## config.mk

```make
export PLATFORM = sky130hd
export DESIGN_NAME = setpoint_access
export DESIGN_NICKNAME = d
export VERILOG_FILES = /design/src/design/setpoint_access_pkg.sv /design/src/design/setpoint_access.sv
export SDC_FILE = /design/constraint.sdc
export NUM_CORES = 1
export LEC_CHECK = 0
export ABC_AREA = 0
export BUFFER_PORTS_ARGS = -buffer_cell sky130_fd_sc_hd__buf_4
export CAP_MARGIN = 10
export CORE_MARGIN = 2
export CORE_UTILIZATION = 45
export DETAILED_ROUTE_END_ITERATION = 7
export SETUP_SLACK_MARGIN = 0.02
export SKIP_CTS_REPAIR_TIMING = 1
export SLEW_MARGIN = 20
export SYNTH_ARGS = -nofsm -noshare
export SYNTH_HDL_FRONTEND = slang
export SYNTH_SLANG_ARGS = --single-unit
```

## constraint.sdc

```tcl
create_clock -name core_clk_i -period 26.3 [get_ports core_clk_i]
set_input_delay 3.945 -clock core_clk_i [delete_from_list [all_inputs] [get_ports core_clk_i]]
set_output_delay 3.945 -clock core_clk_i [all_outputs]
set_load 0.005 [all_outputs]
```

## src/design/setpoint_access_pkg.sv

```systemverilog
// Package with constants and types for setpoint access and feature output logic.
`default_nettype none
package setpoint_access_pkg;
  localparam int PASS_CHARS      = 8;
  localparam int CHAR_W          = 8;
  localparam int PASS_W          = PASS_CHARS * CHAR_W;
  // Default passcode is the single character zero, right aligned in the low byte.
  localparam logic [63:0] PASS_DEFAULT = 64'h0000_0000_0000_0030;
  localparam int NUM_PORTS       = 2;
  localparam int NUM_IFS         = NUM_PORTS + 1;
  localparam int KEYPAD_IDX      = 0;
  localparam int CLK_HZ          = 40000000;
  localparam int IDLE_MIN        = 30;
  localparam longint IDLE_CYCLES = longint'(IDLE_MIN) * 60 * CLK_HZ;
  localparam int VAL_W           = 16;
  localparam int DLY_W           = 24;
  localparam int AUX_W           = 5;
  // Register offsets on the software port.
  localparam logic [3:0] REG_PASS_LO  = 4'h0;
  localparam logic [3:0] REG_PASS_HI  = 4'h1;
  localparam logic [3:0] REG_FUNC     = 4'h2;
  localparam logic [3:0] REG_PICKUP   = 4'h3;
  localparam logic [3:0] REG_DELAY    = 4'h4;
  localparam logic [3:0] REG_STATUS   = 4'h5;
  // Field positions in REG_FUNC.
  localparam int F_MODE_LSB  = 0;
  localparam int F_AUX_LSB   = 4;
  localparam int F_DIR_LSB   = 9;
  localparam int F_VOTE_LSB  = 11;
  localparam int F_UNDER_BIT = 13;

  typedef enum logic [2:0]
  {
    MODE_DISABLED      = 3'h0,
    MODE_ENABLED       = 3'h1,
    MODE_TRIP          = 3'h2,
    trip_and_reclose_mode = 3'h3,
    MODE_ALARM         = 3'h4,
    MODE_LATCHED_ALARM = 3'h5,
    MODE_CONTROL       = 3'h6
  } mode_t;
  typedef enum logic [1:0] {DIR_DISABLED = 2'h0, DIR_FORWARD = 2'h1, DIR_REVERSE = 2'h2} dir_t;
  typedef enum logic [1:0] {VOTE_ANY_ONE = 2'h0, VOTE_ANY_TWO = 2'h1, VOTE_ALL_THREE = 2'h2} vote_t;

  // Timer state machine for the delay stage.
  typedef enum logic [1:0] {TMR_IDLE = 2'b01, TMR_RUN = 2'b10} tmr_state_t;

  // Software-written configuration of the feature.
  typedef struct packed
  {
    mode_t              mode;
    logic [AUX_W-1:0]   aux_sel;
    dir_t               dir;
    vote_t              vote;
    logic               under;
    logic [VAL_W-1:0]   pickup;
    logic [DLY_W-1:0]   delay;
  } feat_cfg_t;

  // Outputs of the feature.
  typedef struct packed
  {
    logic             trip;
    logic             alarm;
    logic             relay1;
    logic [AUX_W-1:0] aux;
    logic             reclose_init;
    logic             event_log;
  } feat_out_t;
endpackage : setpoint_access_pkg
`default_nettype wire

```

## src/design/setpoint_access.sv

```systemverilog
// Setpoint access gating and generic protection feature output logic.
// Notes on behaviour
// - Keypad writes need access terminals connected.
// - Keypad write with terminals open raises error.
// - Terminals never affect serial port writes.
// - Store passcode of up to eight characters.
// - Passcode resets to the character zero.
// - Zero passcode disables passcode restrictions.
// - Nonzero passcode blocks writes until access granted.
// - One access flag per interface, independent.
// - Keypad disable command clears keypad flag.
// - Wrong serial passcode clears that port flag.
// - Thirty idle minutes clear interface flag.
// - Disabled no output; Control drives aux only.
// - Trip mode declares trip, relay 1, aux, message.
// - Trip-and-reclose also pulses reclose initiate.
// - Alarm modes declare alarm, aux relays only.
// - Trip, reclose, non-latched alarm, control outputs are logged.
// - Aux relay mask covers relays three to seven.
// - Element asserts above or below pickup.
// - Fixed programmable delay before feature output.
// - Direction supervision disabled, forward, reverse.
// - Phase voting any one, two, all three.
//
// Chosen here: the strobed register port and the register addresses.
`default_nettype none
module setpoint_access
  import setpoint_access_pkg::*;
#(
  parameter longint IDLE_LIMIT = IDLE_CYCLES
)
(
  input  wire logic                 core_clk_i,
  input  wire logic                 reset_i,
  input  wire logic                 access_jumper_i,
  input  wire logic                 kp_valid_i,
  input  wire logic                 kp_write_i,
  input  wire logic                 kp_enter_pass_i,
  input  wire logic                 kp_disable_i,
  input  wire logic [PASS_W-1:0]    kp_data_i,
  input  wire logic [NUM_IFS-1:0]   wr_en_i,
  input  wire logic [NUM_IFS-1:0]   rd_en_i,
  input  wire logic [3:0]           addr_i [NUM_IFS],
  input  wire logic [31:0]          wdata_i [NUM_IFS],
  input  wire logic                 run_i,
  input  wire logic                 fwd_i,
  input  wire logic                 rev_i,
  input  wire logic [VAL_W-1:0]     meas_i [3],
  output logic [31:0]               rdata_o,
  output logic                      kp_error_o,
  output logic [NUM_IFS-1:0]        access_o,
  output feat_out_t                 feat_o
);

  ////////////////////////////////////////////////////////////////////////////
  // Complete module state in one packed struct.
  typedef struct packed
  {
    logic [1:0]                jump_sync;
    logic [PASS_W-1:0]         pass;
    logic [NUM_IFS-1:0]        granted;
    logic [NUM_IFS-1:0][31:0]  cand_lo;
    logic [NUM_IFS-1:0][42:0]  idle;
    logic                      kp_error;
    logic [31:0]               rdata;
    feat_cfg_t                 cfg;
    tmr_state_t                tmr;
    logic [DLY_W-1:0]          tcnt;
    logic                      active;
    logic                      latched;
    feat_out_t                 fo;
  } state_t;

  state_t st_r;
  state_t st_nxt;

  logic [NUM_IFS-1:0] wr_ok;
  logic [NUM_IFS-1:0] kind;
  logic               pass_zero;
  logic [PASS_W-1:0]  cand;
  logic [1:0]         cnt3;
  logic [2:0]         beyond;
  logic               voted;
  logic               dir_ok;
  logic               elem;
  logic               fire;

  ////////////////////////////////////////////////////////////////////////////
  // Element evaluation and gating terms.
  always_comb
  begin
    pass_zero = (st_r.pass == PASS_DEFAULT);
    for (int i = 0; i < 3; i++)
    begin
      beyond[i] = st_r.cfg.under ? (meas_i[i] < st_r.cfg.pickup)
                                 : (meas_i[i] > st_r.cfg.pickup);
    end
    cnt3 = 2'(beyond[0]) + 2'(beyond[1]) + 2'(beyond[2]);
    case (st_r.cfg.vote)
      VOTE_ANY_ONE:   voted = (cnt3 >= 2'd1);
      VOTE_ANY_TWO:   voted = (cnt3 >= 2'd2);
      VOTE_ALL_THREE: voted = (cnt3 == 2'd3);
      default:        voted = 1'b0;
    endcase
    case (st_r.cfg.dir)
      DIR_DISABLED: dir_ok = 1'b1;
      DIR_FORWARD:  dir_ok = fwd_i;
      DIR_REVERSE:  dir_ok = rev_i;
      default:      dir_ok = 1'b0;
    endcase
    elem = run_i && voted && dir_ok && (st_r.cfg.mode != MODE_DISABLED);
    // Keypad may write only with terminals closed; serial ports ignore them.
    for (int i = 0; i < NUM_IFS; i++)
    begin
      kind[i] = (i == KEYPAD_IDX) ? kp_write_i : wr_en_i[i];
      wr_ok[i] = (pass_zero || st_r.granted[i]) &&
                 ((i != KEYPAD_IDX) || st_r.jump_sync[1]);
    end
  end

  ////////////////////////////////////////////////////////////////////////////
  // Next-state logic.
  always_comb
  begin
    st_nxt = st_r;
    st_nxt.jump_sync = {st_r.jump_sync[0], access_jumper_i};
    st_nxt.kp_error = 1'b0;
    st_nxt.rdata = 32'h0000_0000;
    st_nxt.fo.reclose_init = 1'b0;
    st_nxt.fo.event_log = 1'b0;
    fire = 1'b0;
    cand = '0;
    for (int i = 0; i < NUM_IFS; i++)
    begin
      // Idle counters saturate at the limit; the flag clear repeats on every cycle they stay there.
      if (st_r.idle[i] < 43'(IDLE_LIMIT))
        st_nxt.idle[i] = st_r.idle[i] + 43'd1;
      else
        st_nxt.granted[i] = 1'b0;
    end
    // Keypad actions.
    if (kp_valid_i)
    begin
      st_nxt.idle[KEYPAD_IDX] = '0;
      if (kp_enter_pass_i && (kp_data_i == st_r.pass))
        st_nxt.granted[KEYPAD_IDX] = 1'b1;
      if (kp_disable_i)
        st_nxt.granted[KEYPAD_IDX] = 1'b0;
      if (kp_write_i && !wr_ok[KEYPAD_IDX])
        st_nxt.kp_error = 1'b1;
    end
    // Serial ports: access register is the passcode pair; last write is high word.
    for (int i = 1; i < NUM_IFS; i++)
    begin
      if (wr_en_i[i] || rd_en_i[i])
        st_nxt.idle[i] = '0;
      // The low word of an access attempt is held per port, so a refused write still counts.
      if (wr_en_i[i] && addr_i[i] == REG_PASS_LO)
        st_nxt.cand_lo[i] = wdata_i[i];
      if (wr_en_i[i] && addr_i[i] == REG_PASS_HI)
      begin
        cand = {wdata_i[i], st_r.cand_lo[i]};
        st_nxt.granted[i] = (cand == st_r.pass);
      end
    end
    // Setpoint writes from an allowed interface, lowest index wins.
    for (int i = NUM_IFS - 1; i >= 0; i--)
    begin
      logic [3:0]  a;
      logic [31:0] d;
      a = (i == KEYPAD_IDX) ? kp_data_i[35:32] : addr_i[i];
      d = (i == KEYPAD_IDX) ? kp_data_i[31:0] : wdata_i[i];
      if ((i == KEYPAD_IDX ? kp_valid_i : 1'b1) && kind[i] && wr_ok[i])
      begin
        case (a)
          REG_PASS_LO: st_nxt.pass[31:0]  = d;
          REG_PASS_HI:
          begin
            // Only the keypad programs the upper four characters; ports compare there.
            if (i == KEYPAD_IDX)
              st_nxt.pass[63:32] = d;
          end
          REG_FUNC:
          begin
            st_nxt.cfg.mode    = mode_t'(d[F_MODE_LSB +: 3]);
            st_nxt.cfg.aux_sel = d[F_AUX_LSB +: AUX_W];
            st_nxt.cfg.dir     = dir_t'(d[F_DIR_LSB +: 2]);
            st_nxt.cfg.vote    = vote_t'(d[F_VOTE_LSB +: 2]);
            st_nxt.cfg.under   = d[F_UNDER_BIT];
          end
          REG_PICKUP:  st_nxt.cfg.pickup = d[VAL_W-1:0];
          REG_DELAY:   st_nxt.cfg.delay  = d[DLY_W-1:0];
          default:     st_nxt.cfg = st_nxt.cfg;
        endcase
      end
    end
    // Register reads from serial port one.
    if (rd_en_i[1])
    begin
      case (addr_i[1])
        REG_FUNC:   st_nxt.rdata = 32'({st_r.cfg.under, st_r.cfg.vote, st_r.cfg.dir,
                                        st_r.cfg.aux_sel, 1'b0, st_r.cfg.mode});
        REG_PICKUP: st_nxt.rdata = 32'(st_r.cfg.pickup);
        REG_DELAY:  st_nxt.rdata = 32'(st_r.cfg.delay);
        REG_STATUS: st_nxt.rdata = 32'({st_r.latched, st_r.active, st_r.granted});
        default:    st_nxt.rdata = 32'h0000_0000;
      endcase
    end
    // Fixed delay timer from element to feature output.
    case (st_r.tmr)
      TMR_IDLE:
      begin
        st_nxt.tcnt = '0;
        if (elem)
          st_nxt.tmr = TMR_RUN;
      end
      TMR_RUN:
      begin
        if (!elem)
          st_nxt.tmr = TMR_IDLE;
        else if (st_r.tcnt >= st_r.cfg.delay)
          fire = 1'b1;
        else
          st_nxt.tcnt = st_r.tcnt + 24'd1;
      end
      default: st_nxt.tmr = TMR_IDLE;
    endcase
    st_nxt.active = fire;
    if (fire && st_r.cfg.mode == MODE_LATCHED_ALARM)
      st_nxt.latched = 1'b1;
    // Latched alarm holds until the mode is changed away.
    if (st_r.cfg.mode != MODE_LATCHED_ALARM)
      st_nxt.latched = 1'b0;
    begin
      logic on;
      on = fire || st_nxt.latched;
      st_nxt.fo.trip   = on && (st_r.cfg.mode == MODE_TRIP ||
                                st_r.cfg.mode == trip_and_reclose_mode);
      st_nxt.fo.relay1 = st_nxt.fo.trip;
      st_nxt.fo.alarm  = on && (st_r.cfg.mode == MODE_ALARM ||
                                st_r.cfg.mode == MODE_LATCHED_ALARM);
      st_nxt.fo.aux    = (on && st_r.cfg.mode != MODE_DISABLED &&
                          st_r.cfg.mode != MODE_ENABLED) ? st_r.cfg.aux_sel : '0;
      st_nxt.fo.reclose_init = fire && !st_r.active &&
                               st_r.cfg.mode == trip_and_reclose_mode;
      st_nxt.fo.event_log = fire && !st_r.active &&
                            (st_r.cfg.mode == MODE_TRIP || st_r.cfg.mode == MODE_ALARM ||
                             st_r.cfg.mode == trip_and_reclose_mode ||
                             st_r.cfg.mode == MODE_CONTROL);
    end
  end

  ////////////////////////////////////////////////////////////////////////////
  // State register.
  always_ff @(posedge core_clk_i or posedge reset_i)
  begin
    if (reset_i)
    begin
      st_r      <= '0;
      st_r.pass <= PASS_DEFAULT;
      st_r.tmr  <= TMR_IDLE;
    end
    else
      st_r <= st_nxt;
  end

  assign rdata_o    = st_r.rdata;
  assign kp_error_o = st_r.kp_error;
  assign access_o   = st_r.granted;
  assign feat_o     = st_r.fo;
endmodule : setpoint_access
`default_nettype wire

```

==> results.yml <==
power:
  vdd_drop_max_mv: 0.0488
  power_density_nw_per_um2: 54.0
  power_switching_share_pct: 25.6
  seqPwrFrac_pct: 44.5
  p_clk_share_pct: 44.6
  internal_power_w: 0.00104
  p_comb_share_pct: 10.9
  p_leak_nw: 11.9
  power_switching_w: 0.000359
timing:
  relSlewSlack_pct: 26.9
  tightest_slew_ns: 1.09
  slew_violations: 0
  skew_ns: 0.0303
  finalCritPeriodShare_pct: 30.9
  fmax_mhz: 123
  min_period_ns: 8.12
  rsz0062_at_grt: "no"
  hold_viol: 0
  setup_viol: 0
  finalSetupTns_ns: 0
critical_path:
  max_stage_delay_ns: 0.62
  cp_max_fo: 15
  critical_path_arrival_ns: 8.62
  critical_path.top_delay_family: "simple AND/OR/NAND/NOR gates"
  crit_path_end_kind: "flop"
  crit_chain: "buf_4, ha_1, a21oi_1, nor2b_1, o21ai_0, nand2b_1, a221oi_1, o21ai_0, mux2_2, fa_1, nand2b_1, maj3_1, or3_1, or3_1, or4_1, a21oi_1"
  required_ns: 26.80
  worst-path-stages: 16
  crit_start: "meas_i[41]"
  crit_path_end: "st_r[30]"
  timing.rr.start: "st_r[71]"
  ff2ff_path_depth: 16
  critPathBufInv: 1
  cp-start-kind: "input port"
  rrSetupSlack_ns: 21.12
  regToRegEndpoint: "st_r[30]"
  crit_type: "in2reg"
  cp_slowest_cell: "or3_1"
placed_design:
  dp_hpwl_mm: 55.8
  gp_congestion: 1.02
  port_buffers: 235
finish:
  fillerInstances: 4452
  nNetsFinal: 2727
  syn_to_final_growth_pct: 15.1
  drive_gt1_share_pct: 19.4
  fin_util_pct: 52.7
  diodes: 0
drt:
  drt_iter0_drc: 1703
  wire_per_inst_um: 24.6
  routed_wl_mm: 76.6
  routed-via-count: 18700
  drtPass1Iterations: 7
  drcViolationCount: 0
  avgViaCountPerCell: 6.02
  ant_nets: 0
global_routing:
  grt_antenna_before_repair: 2
  grt_usage_pct: 29.7
  grt_overflow_total: 0
  grt.busiest_layer: "met2"
  grt_pass1_wl_mm: 115
  met3_usage_pct: 5.48
  met1_usage_pct: 41.4
  grt_max_degree: 95
  globalRouteMet2Util_pct: 45.6
  grt_pass1_vias: 18400
yosys:
  yosys_register_bits: 377
  avgSynthCellArea_um2: 9.79
  synthesis.area_um2: 22500
  synth_edf_count: 0
  synth_flop_cell: "dfrtp_1"
  seq_area_frac_synth_pct: 41.9
  synth_cells: 2299
  ys_warn_count: 0
  netlist-cell-type-count: 65
  ys_async_sr_fraction_pct: 100
floorplan:
  io_pins: 282
  dieArea_um2: 51800
  rows: 81
  chipWidth_um: 228
  initial_core_util_pct: 45.8
  dieHeight_um: 228
  fp.coreArea_um2: 49200
clock_network:
  cts_buffers: 44
  root_buffer: "clkbuf_16"
  path_clk_slew_ns: 0.06
  cts_tree: "built"
  cts_num_sinks: 377
  htreeDepth: 2
  insertion_delay_ns: 0.59
  clockBufferDepth: 3
min_path:
  hold_path_depth: 0
  hp-class: "reg2reg"
status:
  status: "finished, final reports clean"
run:
  max_cap_violations: 0
==> cells by family (layout without fill, tap and decap cells) <==
family,count (synthesis),after routing,synth area share [%]
other cells,1,8,0.0167
fa+ha+maj,78,78,4.36
compound gates,306,306,10.4
simple gates,802,802,18.2
buf+inv,271,415,5.47
flops,377,377,41.9
xor+xnor,273,273,10.6
mux,191,191,9.00
==> how the worst min path moves through the flow <==
stage                           end         from  slack (ns)
final                     st_r[417]  st_nxt[417]        0.35
after global routing      st_r[417]  st_nxt[417]        0.36
after CTS                 st_r[417]  st_nxt[417]        0.35
after detailed placement  st_r[417]  st_nxt[417]        0.34
after global placement    st_r[417]  st_nxt[417]        0.34
after floorplan           st_r[417]  st_nxt[417]        0.33
==> flip-flops by register name, indices dropped and copies added, names as in the netlist <==
name,count
access_o,3
st_r,339
st_nxt,1
rdata_o,24
feat_o,9
kp_error_o,1
==> area by class of cell <==
class                   count  area (um2)  share of cell area (%)
clock buffers              66        1330                    5.11
clock inverters            16         144                   0.555
inverters                  72         278                    1.07
multi-input cells        1658       11900                    46.1
flip-flops and latches    377        9440                    36.4
well taps                 664         831                    3.21
repair buffers            261        1970                    7.59
==> metrics by stage <==
step	std cells	cell area [um2]	hold WS, ns	total power [W]	setup slack (ns)
floorplan	2306	22500	0.331	0.000710	11.89
global placement	3032	24400	0.340	0.000780	17.75
detailed placement	3032	24400	0.336	0.000784	17.70
CTS	3114	25900	0.349	0.00141	18.27
global route	3114	25900	0.360	0.00145	18.00
finish	3114	25900	0.348	0.00140	18.18
==> cells in the final DEF, fill, tap and decap left out, types with 6 or more instances in the layout <==
| master | Yosys | routed |
|---|---|---|
| o21ai_0 | 33 | 32 |
| o211ai_1 | 10 | 10 |
| nand2_1 | 92 | 92 |
| a211oi_1 | 34 | 34 |
| a21o_1 | 48 | 48 |
| or3_1 | 16 | 15 |
| a221oi_1 | 35 | 35 |
| and4_1 | 12 | 12 |
| mux2_2 | 92 | 92 |
| conb_1 | 1 | 8 |
| ha_1 | 76 | 76 |
| and2_1 | 26 | 26 |
| and3_1 | 32 | 32 |
| a2111oi_0 | 6 | 6 |
| a221oi_2 | 23 | 23 |
| buf_4 | 45 | 259 |
| o41ai_1 | 6 | 6 |
| o311ai_0 | 6 | 6 |
| nand4_1 | 101 | 101 |
| or4_1 | 10 | 10 |
| xnor2_1 | 171 | 171 |
| o22ai_1 | 6 | 6 |
| o31ai_1 | 6 | 6 |
| clkinv_2 | 0 | 10 |
| nor2_1 | 272 | 272 |
| nor4_1 | 72 | 71 |
| a22oi_1 | 14 | 14 |
| clkbuf_1 | 122 | 9 |
| nand3_1 | 68 | 68 |
| nor3_1 | 40 | 40 |
| dfrtp_1 | 374 | 374 |
| mux2i_1 | 99 | 99 |
| nand2b_1 | 19 | 19 |
| clkbuf_8 | 0 | 12 |
| clkbuf_16 | 0 | 45 |
| nor2b_1 | 18 | 17 |
| xor2_1 | 102 | 102 |
| a21oi_1 | 50 | 50 |
| inv_1 | 72 | 71 |
==> synth_stat cells (all sizes together), types with 3 or more instances <==
library cell  count  share of area [%]
a2111oi           6               0.23
a211oi           34                1.1
a21o             48                1.6
a21oi            50                1.1
a221oi           58                2.9
a22oi            14               0.47
a31oi             3              0.083
and2             28               0.78
and3             32               0.89
and4             12               0.47
buf              77                2.2
clkbuf          122                2.0
dfrtp           374                 42
dfstp             3               0.35
ha               76                4.2
inv              72                1.2
mux2             92                4.6
mux2i            99                4.4
nand2            92                1.5
nand2b           19               0.53
nand3            68                1.5
nand4           101                2.8
nor2            272                4.5
nor2b            18               0.50
nor3             40               0.89
nor3b             5               0.17
nor4             78                2.4
nor4b             3               0.17
o2111ai           5               0.19
o211ai           10               0.33
o21ai            36               0.82
o22ai             6               0.17
o2bb2ai           4               0.16
o311ai            6               0.23
o31ai             6               0.20
o41ai             6               0.23
or2               5               0.14
or3              16               0.44
or4              10               0.33
xnor2           171                6.7
xor2            102                4.0
==> power by group through the flow <==
stage / Clock, W / Combinational, W / Sequential (W)
after global placement: 0 / 0.000148 / 0.000632
after global routing: 0.000659 / 0.000163 / 0.000626
after detailed placement: 0 / 0.000150 / 0.000633
after floorplan: 0 / 0.0000814 / 0.000629
final: 0.000625 / 0.000152 / 0.000623
after CTS: 0.000634 / 0.000151 / 0.000623
==> routing by layer <==
metal,up-vias,share of wire (%)
li1,8374,-
met3,166,7.7
met5,-,0.022
met2,764,45
met4,2,4.2
met1,9443,43
Power figures use the tool's default switching activity.
